**src/ncpb_map.vh**
```
/*
 nco preset register bank: offsets, field widths, reset values.
 assumes inclusion by ncpb_bank.v and the verification side.
*/
`ifndef NCPB_MAP_VH
`define NCPB_MAP_VH

`define NCPB_ADDR_W 12
`define NCPB_FREQ_W 32
`define NCPB_PHASE_W 16
`define NCPB_ACC_W 32

`define NCPB_OFF_A_FREQ2 12'h0230
`define NCPB_OFF_A_PHASE2 12'h0234
`define NCPB_OFF_A_FREQ3 12'h0238
`define NCPB_OFF_A_PHASE3 12'h023c
`define NCPB_OFF_B_FREQ0 12'h0240
`define NCPB_OFF_B_PHASE0 12'h0244
`define NCPB_OFF_B_FREQ1 12'h0248
`define NCPB_OFF_B_PHASE1 12'h024c

`define NCPB_FREQ_RST 32'hc000_0000
`define NCPB_PHASE_RST 16'h0000

`endif

```
**src/ncpb_bank.v**
```verilog
/*
 nco preset bank: channel a presets 2-3, channel b presets 0-1.
 assumes the serial control port decodes frames into single-cycle
 read and write strobes with a 12-bit byte address, on clk.
*/
`timescale 1ns/1ps
`include "ncpb_map.vh"
module ncpb_bank (
    input wire clk,
    input wire rstn,
    input wire wr_en,
    input wire rd_en,
    input wire [11:0] addr,
    input wire [31:0] wdata,
    input wire interleave_mode,
    input wire [1:0] preset_sel,
    output reg [31:0] rdata_reg,
    output reg rvalid_reg,
    output reg addr_hit_reg,
    output reg [31:0] chan_a_freq_reg,
    output reg [31:0] chan_a_phase_reg,
    output reg [31:0] chan_b_freq_reg,
    output reg [31:0] chan_b_phase_reg
);
    wire [31:0] chan_a_freq_preset2;
    wire [31:0] chan_a_freq_preset3;
    wire [31:0] chan_b_freq_preset0;
    wire [31:0] chan_b_freq_preset1;
    wire [15:0] chan_a_phase_preset2;
    wire [15:0] chan_a_phase_preset3;
    wire [15:0] chan_b_phase_preset0;
    wire [15:0] chan_b_phase_preset1;

    ncpb_preg #(
        .W(32),
        .OFFSET(`NCPB_OFF_A_FREQ2),
        .RST(`NCPB_FREQ_RST)
    ) u_af2 (
        .clk(clk),
        .rstn(rstn),
        .wr_en(wr_en),
        .addr(addr),
        .wdata(wdata),
        .value_reg(chan_a_freq_preset2)
    );

    ncpb_preg #(
        .W(32),
        .OFFSET(`NCPB_OFF_A_FREQ3),
        .RST(`NCPB_FREQ_RST)
    ) u_af3 (
        .clk(clk),
        .rstn(rstn),
        .wr_en(wr_en),
        .addr(addr),
        .wdata(wdata),
        .value_reg(chan_a_freq_preset3)
    );

    // phase registers keep only wdata[15:0]; upper write bits are dropped
    ncpb_preg #(
        .W(16),
        .OFFSET(`NCPB_OFF_A_PHASE2),
        .RST({16'h0000, `NCPB_PHASE_RST})
    ) u_ap2 (
        .clk(clk),
        .rstn(rstn),
        .wr_en(wr_en),
        .addr(addr),
        .wdata(wdata),
        .value_reg(chan_a_phase_preset2)
    );

    ncpb_preg #(
        .W(16),
        .OFFSET(`NCPB_OFF_A_PHASE3),
        .RST({16'h0000, `NCPB_PHASE_RST})
    ) u_ap3 (
        .clk(clk),
        .rstn(rstn),
        .wr_en(wr_en),
        .addr(addr),
        .wdata(wdata),
        .value_reg(chan_a_phase_preset3)
    );

    // channel b registers stay readable and writable in interleaved mode
    ncpb_preg #(
        .W(32),
        .OFFSET(`NCPB_OFF_B_FREQ0),
        .RST(`NCPB_FREQ_RST)
    ) u_bf0 (
        .clk(clk),
        .rstn(rstn),
        .wr_en(wr_en),
        .addr(addr),
        .wdata(wdata),
        .value_reg(chan_b_freq_preset0)
    );

    ncpb_preg #(
        .W(32),
        .OFFSET(`NCPB_OFF_B_FREQ1),
        .RST(`NCPB_FREQ_RST)
    ) u_bf1 (
        .clk(clk),
        .rstn(rstn),
        .wr_en(wr_en),
        .addr(addr),
        .wdata(wdata),
        .value_reg(chan_b_freq_preset1)
    );

    ncpb_preg #(
        .W(16),
        .OFFSET(`NCPB_OFF_B_PHASE0),
        .RST({16'h0000, `NCPB_PHASE_RST})
    ) u_bp0 (
        .clk(clk),
        .rstn(rstn),
        .wr_en(wr_en),
        .addr(addr),
        .wdata(wdata),
        .value_reg(chan_b_phase_preset0)
    );

    ncpb_preg #(
        .W(16),
        .OFFSET(`NCPB_OFF_B_PHASE1),
        .RST({16'h0000, `NCPB_PHASE_RST})
    ) u_bp1 (
        .clk(clk),
        .rstn(rstn),
        .wr_en(wr_en),
        .addr(addr),
        .wdata(wdata),
        .value_reg(chan_b_phase_preset1)
    );

    reg [31:0] rdata_next;
    reg hit_next;
    reg [31:0] a_freq_next;
    reg [15:0] a_phase_next;
    reg [31:0] b_freq_next;
    reg [15:0] b_phase_next;

    // read mux; phase words sit in the low half, upper bits read zero
    always @* begin
        rdata_next = 32'h0000_0000;
        hit_next = 1'b1;
        case (addr)
            `NCPB_OFF_A_FREQ2: rdata_next = chan_a_freq_preset2;
            `NCPB_OFF_A_FREQ3: rdata_next = chan_a_freq_preset3;
            `NCPB_OFF_A_PHASE2: rdata_next = {16'h0000, chan_a_phase_preset2};
            `NCPB_OFF_A_PHASE3: rdata_next = {16'h0000, chan_a_phase_preset3};
            `NCPB_OFF_B_FREQ0: rdata_next = chan_b_freq_preset0;
            `NCPB_OFF_B_FREQ1: rdata_next = chan_b_freq_preset1;
            `NCPB_OFF_B_PHASE0: rdata_next = {16'h0000, chan_b_phase_preset0};
            `NCPB_OFF_B_PHASE1: rdata_next = {16'h0000, chan_b_phase_preset1};
            default: hit_next = 1'b0;
        endcase
    end

    // presets 0-1 of a and 2-3 of b live elsewhere; those selections give
    // the reset tuning value here so the outputs never float undefined
    always @* begin
        a_freq_next = `NCPB_FREQ_RST;
        a_phase_next = `NCPB_PHASE_RST;
        b_freq_next = `NCPB_FREQ_RST;
        b_phase_next = `NCPB_PHASE_RST;
        case (preset_sel)
            2'b10: begin
                a_freq_next = chan_a_freq_preset2;
                a_phase_next = chan_a_phase_preset2;
            end
            2'b11: begin
                a_freq_next = chan_a_freq_preset3;
                a_phase_next = chan_a_phase_preset3;
            end
            2'b00: begin
                b_freq_next = chan_b_freq_preset0;
                b_phase_next = chan_b_phase_preset0;
            end
            2'b01: begin
                b_freq_next = chan_b_freq_preset1;
                b_phase_next = chan_b_phase_preset1;
            end
            default: begin
                a_freq_next = `NCPB_FREQ_RST;
            end
        endcase
        // in interleaved mode both oscillators follow channel a
        if (interleave_mode) begin
            b_freq_next = a_freq_next;
            b_phase_next = a_phase_next;
        end
    end

    always @(posedge clk) begin
        if (!rstn) begin
            rdata_reg <= 32'h0000_0000;
            rvalid_reg <= 1'b0;
            addr_hit_reg <= 1'b0;
            chan_a_freq_reg <= `NCPB_FREQ_RST;
            chan_a_phase_reg <= 32'h0000_0000;
            chan_b_freq_reg <= `NCPB_FREQ_RST;
            chan_b_phase_reg <= 32'h0000_0000;
        end else begin
            rvalid_reg <= rd_en;
            if (rd_en) begin
                rdata_reg <= rdata_next;
                addr_hit_reg <= hit_next;
            end
            chan_a_freq_reg <= a_freq_next;
            chan_b_freq_reg <= b_freq_next;
            // left justified, ready to add to the accumulator
            chan_a_phase_reg <= {a_phase_next, 16'h0000};
            chan_b_phase_reg <= {b_phase_next, 16'h0000};
        end
    end
endmodule

```
**src/ncpb_preg.v**
```verilog
/*
 one read-write preset register with its own decode.
 assumes a single-cycle write strobe on the register clock.
*/
`timescale 1ns/1ps
module ncpb_preg #(
    parameter W = 32,
    parameter [11:0] OFFSET = 12'h0000,
    parameter [31:0] RST = 32'h0000_0000
) (
    input wire clk,
    input wire rstn,
    input wire wr_en,
    input wire [11:0] addr,
    input wire [31:0] wdata,
    output reg [W-1:0] value_reg
);
    wire hit;
    assign hit = (addr == OFFSET);

    always @(posedge clk) begin
        if (!rstn) begin
            value_reg <= RST[W-1:0];
        end else if (wr_en && hit) begin
            value_reg <= wdata[W-1:0];
        end
    end
endmodule
```
**config.mk**
```make
export PLATFORM = sky130hd
export DESIGN_NAME = ncpb_bank
export DESIGN_NICKNAME = d
export VERILOG_FILES = /design/src/ncpb_bank.v /design/src/ncpb_preg.v
export VERILOG_INCLUDE_DIRS = /design/src
export SDC_FILE = /design/constraint.sdc
export NUM_CORES = 1
export LEC_CHECK = 0
export ABC_AREA = 1
export BUFFER_PORTS_ARGS = -buffer_cell sky130_fd_sc_hd__buf_2
export CAP_MARGIN = 0
export CORE_MARGIN = 2
export CORE_UTILIZATION = 40
export CTS_CLUSTER_DIAMETER = 40
export DETAILED_ROUTE_END_ITERATION = 10
export SYNTH_ARGS = -nofsm -noshare
export SYNTH_HDL_FRONTEND = slang
export SYNTH_SLANG_ARGS = --single-unit
export TNS_END_PERCENT = 20
```
**constraint.sdc**
```tcl
create_clock -name clk -period 1.3 [get_ports clk]
set_input_delay 0.065 -clock clk [delete_from_list [all_inputs] [get_ports clk]]
set_output_delay 0.065 -clock clk [all_outputs]
set_load 0.1 [all_outputs]
```
==> results of run 1 <==
==> synth_stat cells, types with 7 or more instances <==
cell | instances | area (µm²)
dfxtp_1 | 322 | 6450
a21oi_1 | 231 | 1160
inv_1 | 227 | 852
o21ai_0 | 197 | 986
nand3_1 | 166 | 831
nand2_1 | 148 | 556
nor2_1 | 115 | 432
o22ai_1 | 78 | 488
o21ai_1 | 75 | 375
clkbuf_1 | 70 | 263
buf_4 | 45 | 338
buf_2 | 42 | 210
a211oi_1 | 16 | 120
a31oi_1 | 16 | 100
o211ai_1 | 11 | 82.6
buf_1 | 8 | 30.0
inv_2 | 7 | 26.3
nor2_2 | 7 | 43.8
==> stage by stage <==
stage	std cells	util (%)	hold WS, ns	cell area (µm²)
floorplan	1849	-	0.229	13800
CTS	2525	54.0	0.0159	18100
global route	2526	54.1	0.0633	18200
global placement	2401	46.5	0.375	15600
finish	2527	54.1	0.0377	18200
detailed placement	2401	46.5	0.376	15600
==> per-layer routing <==
metal / track usage [%] / up-vias / wire length [µm]
met5: 0 / - / 0
met4: 8.02 / 0 / 1170
met3: 3.39 / 84 / 3870
met2: 37.8 / 646 / 20000
met1: 36.0 / 6157 / 20400
li1: - / 6506 / -
==> power by group through the flow <==
stage	Combinational (µW)	Sequential [µW]	Clock [µW]
3_3_place_gp	2030	10200	0
6_report	2180	9960	13900
3_5_place_dp	2040	10200	0
2_1_floorplan	1040	10600	0
4_1_cts	2170	9960	14100
5_1_grt	2280	9960	14500
==> layout make-up <==
| cell class | count | area, µm² | share of cell area [%] |
|---|---|---|---|
| antenna | 2 | 5.00 | 0.0275 |
| clock buffer | 51 | 1230 | 6.77 |
| clock inverter | 37 | 523 | 2.87 |
| inverter | 236 | 895 | 4.92 |
| multi-input combinational | 1119 | 5590 | 30.7 |
| sequential | 322 | 6450 | 35.4 |
| tap | 448 | 561 | 3.08 |
| timing repair buffer | 312 | 2950 | 16.2 |
==> cells by family after synthesis <==
group	share of synthesized area (%)
other	0.0273
AOI/OAI and AO/OA	24.3
and+or+nand+nor	15.6
DFF	47.0
buffers and inverters	13.1
==> timing repair <==
action                                  CTS  global route
hold endpoints to repair                200             0
gates resized for setup                 153            14
endpoints found under the setup margin  130            12
hold buffers                             36             0
pin swaps                                 0             0
buffers inserted                          0             0
==> critical path, cell delays in order <==
cell,delay (ns)
dlygate4sd3_1,0.52
buf_2,0.20
clkinvlp_4,0.28
buf_4,0.25
o21ai_0,0.09
a31oi_1,0.09
a211oi_1,0.24
==> worst max-delay path by stage <==
stage | startpoint | endpoint | slack, ns | depth (start not counted)
final | interleave_mode | chan_b_phase_reg[17] | 0.01 | 7
after global routing | rdata_reg[11] | rdata_reg[11] | 0.0008 | 1
after CTS | rdata_reg[11] | rdata_reg[11] | 0.0003 | 1
after detailed placement | addr[4] | rdata_reg[13] | -0.19 | 11
after global placement | addr[9] | rdata_reg[13] | -0.16 | 12
after floorplan | rdata_reg[27] | rdata_reg[27] | 0.05 | 2
==> flow_summary_export.csv, run 1 <==
group,metric,value,unit
outcome,outcome,"completed",
floorplan,core_area,33600,µm²
detailed_routing,vias,13393,
synthesis,seq_area_frac_synth,47.0,%
floorplan,die_y,189,µm
placement,post-place-ws,-0.194,ns
floorplan,rows,67,
placement,port_buffers,180,
worst_setup_path,reg2reg_from,"u_bf1.value_reg[1]",
pwr,vdd_ir_drop_max,0.861,mV
pwr,combPwrFrac,8.4,%
pwr,pwr-share-clk,53.4,%
detailed_routing,drc,0,
timing,hold_viol,0,
worst_setup_path,arrival,1.75,ns
pwr,netSwitchingFraction,26.1,%
floorplan,dieArea,35800,µm²
worst_setup_path,critPathRequiredTime,1.76,ns
pwr,cellLeakagePower,0.00725,µW
final_layout,area_growth,32.7,%
final_layout,layout_common_cells,"dfxtp_1 (318), a21oi_1 (231), inv_1 (226)",
global_routing,grt_overflow,0,
clocking,cts_buffer_depth,3,
timing,rsz0062_at_grt,"false",
detailed_routing,drt_pass1_iterations,5,
pwr,seq_power_share,38.2,%
synthesis,netlist_instances,1818,
floorplan,die_x,189,µm
placement,place_hpwl,30600,µm
timing,setup-violations-final,0,
synthesis,async_flop_share,0,%
hold_path,whs_path_depth,3,
detailed_routing,first_iter_violations,1273,
final_layout,layout-drive-gt1-share,19.6,%
timing,maxSlewViolCount,0,
detailed_routing,wl_per_cell,18.0,µm
hold_path,holdPathEnd,"u_bf0.value_reg[30]",
clocking,clkSlewWorstSetupHoldPaths,0.06,ns
global_routing,antenna_found_initial,1,
worst_setup_path,cp_max_fo,9,
hold_path,hold_path.class,"in -> reg",
clocking,worstSkewPairLatency,0.56,ns
floorplan,start_util,40.8,%
worst_setup_path,critical_path_class,"in -> reg",
pwr,p_total,26100,µW
synthesis,synth_area,13700,µm²
synthesis,synthFlopType,"dfxtp_1",
synthesis,synth_cell_type_count,32,
final_layout,final_common_cell,"dfxtp_1",
clocking,cts_tree,"done",
job,max_cap_violations,0,
timing,fin_crit,1.29,ns
detailed_routing,drt_wl_total,45400,µm
synthesis,synth_edf_count,0,
clocking,cts_made_buffers,48,
detailed_routing,via_per_inst,5.30,
pwr,internal_power,19300,µW
placement,gp_congestion,0.880,
pwr,powerDensity,1430,nW/µm²
worst_setup_path,reg2reg_to,"chan_b_freq_reg[1]",
timing,fmax,0.777,GHz
global_routing,grt_pass1_wl,70000,µm
global_routing,grt_max_degree,69,
final_layout,fillers,3177,
floorplan,io-pin-count,213,
detailed_routing,antenna_left,0,
final_layout,fin_nets,2090,
worst_setup_path,crit_path_end_kind,"register",
worst_setup_path,worstRegToRegCells,5,
synthesis,syn_area_per_cell,7.54,µm²
worst_setup_path,ff2ff_setup_slack,0.15,ns
hold_path,worstHoldStart,"wr_en",
timing,period_share,99.0,%
synthesis,ys_warn_count,0,
worst_setup_path,startpoint_type,"primary input",
timing,final.setup_skew,0.0132,ns
timing,setup_ws,0.0132,ns
synthesis,synth_seq_cells,322,
timing,tns,0,ns
global_routing,first_global_vias,12339,
global_routing,track_usage,24.8,%
clocking,cts-htree-levels,2,
clocking,cts_root_buffer,"clkbuf_16",
pwr,power_switching,6800,µW
clocking,cts_sinks,322,
(Power assumes the default switching activity.)
==> inputs of run 2 (changes only) <==
- clock period: 1.3 -> 1.55 ns (I/O delays scaled with it)
==> flow_summary_export.csv, run 2 (synthesis results as in run 1) <==
group,metric,value,unit
timing,setup-violations-final,0,
global_routing,grt_pass1_wl,69900,µm
timing,setup_ws,0.0434,ns
clocking,cts_buffer_depth,3,
final_layout,design_area,17400,µm²
detailed_routing,drc,0,
floorplan,dieArea,35800,µm²
pwr,cellLeakagePower,0.00708,µW
detailed_routing,first_iter_violations,993,
timing,final.setup_skew,0.00805,ns
clocking,cts_sinks,322,
final_layout,layout_common_cells,"dfxtp_1 (322), a21oi_1 (231), inv_1 (227)",
detailed_routing,drt_pass1_iterations,5,
job,max_cap_violations,0,
timing,worst_pin_slew,0.587,ns
worst_setup_path,worst_path_max_delay_cell,"buf_2",
final_layout,fin_nets,2077,
placement,placed_cells,2391,
timing,maxSlewViolCount,0,
pwr,p_total,21000,µW
clocking,cts-htree-levels,2,
floorplan,rows,67,
detailed_routing,wl_per_cell,17.8,µm
pwr,vdd_ir_drop_max,0.668,mV
timing,timing.slew.headroom,60.8,%
worst_setup_path,worst-path-buf-inv,1,
timing,fin_crit,1.51,ns
global_routing,grt_overflow,0,
floorplan,die_x,189,µm
placement,placed_area,15400,µm²
floorplan,io-pin-count,213,
placement,place_hpwl,30000,µm
global_routing,track_usage,24.7,%
timing,period_share,97.2,%
final_layout,final_common_cell,"dfxtp_1",
worst_setup_path,critPathRequiredTime,1.47,ns
placement,post-place-ws,0.0210,ns
global_routing,antenna_found_initial,2,
worst_setup_path,crit_path_end_kind,"primary output",
clocking,worstSkewPairLatency,0.53,ns
pwr,powerDensity,1210,nW/µm²
placement,port_buffers,180,
final_layout,layout-drive-gt1-share,18.6,%
placement,gp_congestion,0.874,
final_layout,fin_cells,2507,
worst_setup_path,cp_max_fo,2,
worst_setup_path,crit_family,"buffers and inverters",
detailed_routing,via_per_inst,5.26,
detailed_routing,antenna_left,0,
floorplan,start_util,40.8,%
timing,fmax,0.664,GHz
clocking,cts_root_buffer,"clkbuf_16",
floorplan,die_y,189,µm
outcome,outcome,"completed",
timing,rsz0062_at_grt,"true",
clocking,cts_resized,0,
detailed_routing,drt_wl_total,44500,µm
clocking,cts_tree,"done",
clocking,cts_made_buffers,45,
global_routing,first_global_vias,12540,
worst_setup_path,startpoint_type,"register",
timing,hold_viol,0,
final_layout,area_growth,26.9,%
floorplan,core_area,33600,µm²
clocking,clkSlewWorstSetupHoldPaths,0.06,ns
worst_setup_path,critical_path_class,"reg -> out",
hold_path,hold_path.class,"in -> reg",
worst_setup_path,worstPathCellList,"buf_2",
global_routing,grt_max_degree,65,
worst_setup_path,arrival,1.43,ns
detailed_routing,vias,13177,
worst_setup_path,slowest_delay,0.47,ns
==> run 2: changes by cell type in the layout (fill, tap and decap cells not counted), sizes merged <==
cell,before,now
buf,276,267
clkinv,14,9
clkinvlp,6,4
inv,244,242
bufinv,9,8
clkbuf,51,52
diode,2,1
dlygate4sd3,36,35
==> run 2: final timing paths <==
| check | start | endpoint | slack, ns | depth (start not counted) |
|---|---|---|---|---|
| max reg2reg | u_ap3.value_reg[12] | chan_b_phase_reg[28] | 0.35 | 5 |
| min reg2reg | rdata_reg[27] | rdata_reg[27] | 0.46 | 2 |
| max | rdata_reg[5] | rdata_reg[5] | 0.04 | 1 |
| min | rd_en | rdata_reg[20] | 0.04 | 4 |
==> run 2: power breakdown <==
group | switching [µW] | total, µW | internal (µW)
registers | 12.8 | 8350 | 8330
clock network | 3970 | 10900 | 6920
logic | 1400 | 1780 | 377
total | 5390 | 21000 | 15600
==> run 2: per-stage QoR <==
stage	hold WS (ns)	setup TNS, ns	util [%]
2_1_floorplan	0.242	0	-
3_3_place_gp	0.384	0	46.0
3_5_place_dp	0.395	0	46.0
6_report	0.0357	0	51.8
5_1_grt	0.0640	-0.00769	51.8
4_1_cts	0.0255	0	51.7
==> run 2: metal layers <==
| metal | GRT usage, % | routed length, µm |
|---|---|---|
| met1 | 34.3 | 20000 |
| met2 | 38.8 | 19700 |
| met3 | 3.82 | 3550 |
| met4 | 8.86 | 1250 |
| met5 | 0 | 13 |
==> run 2: timing repair <==
action	CTS	global route
hold buffers	35	0
buffers inserted	0	1
endpoints found under the hold margin	187	0
endpoints found under the setup margin	0	2
==> run 2: layout make-up <==
class,count,area (µm²)
timing repair buffer,302,2320
inverter,236,891
multi-input combinational,1119,5590
clock buffer,52,1190
clock inverter,27,397
tap,448,561
fill,3279,16200
sequential,322,6450
antenna,1,2.50
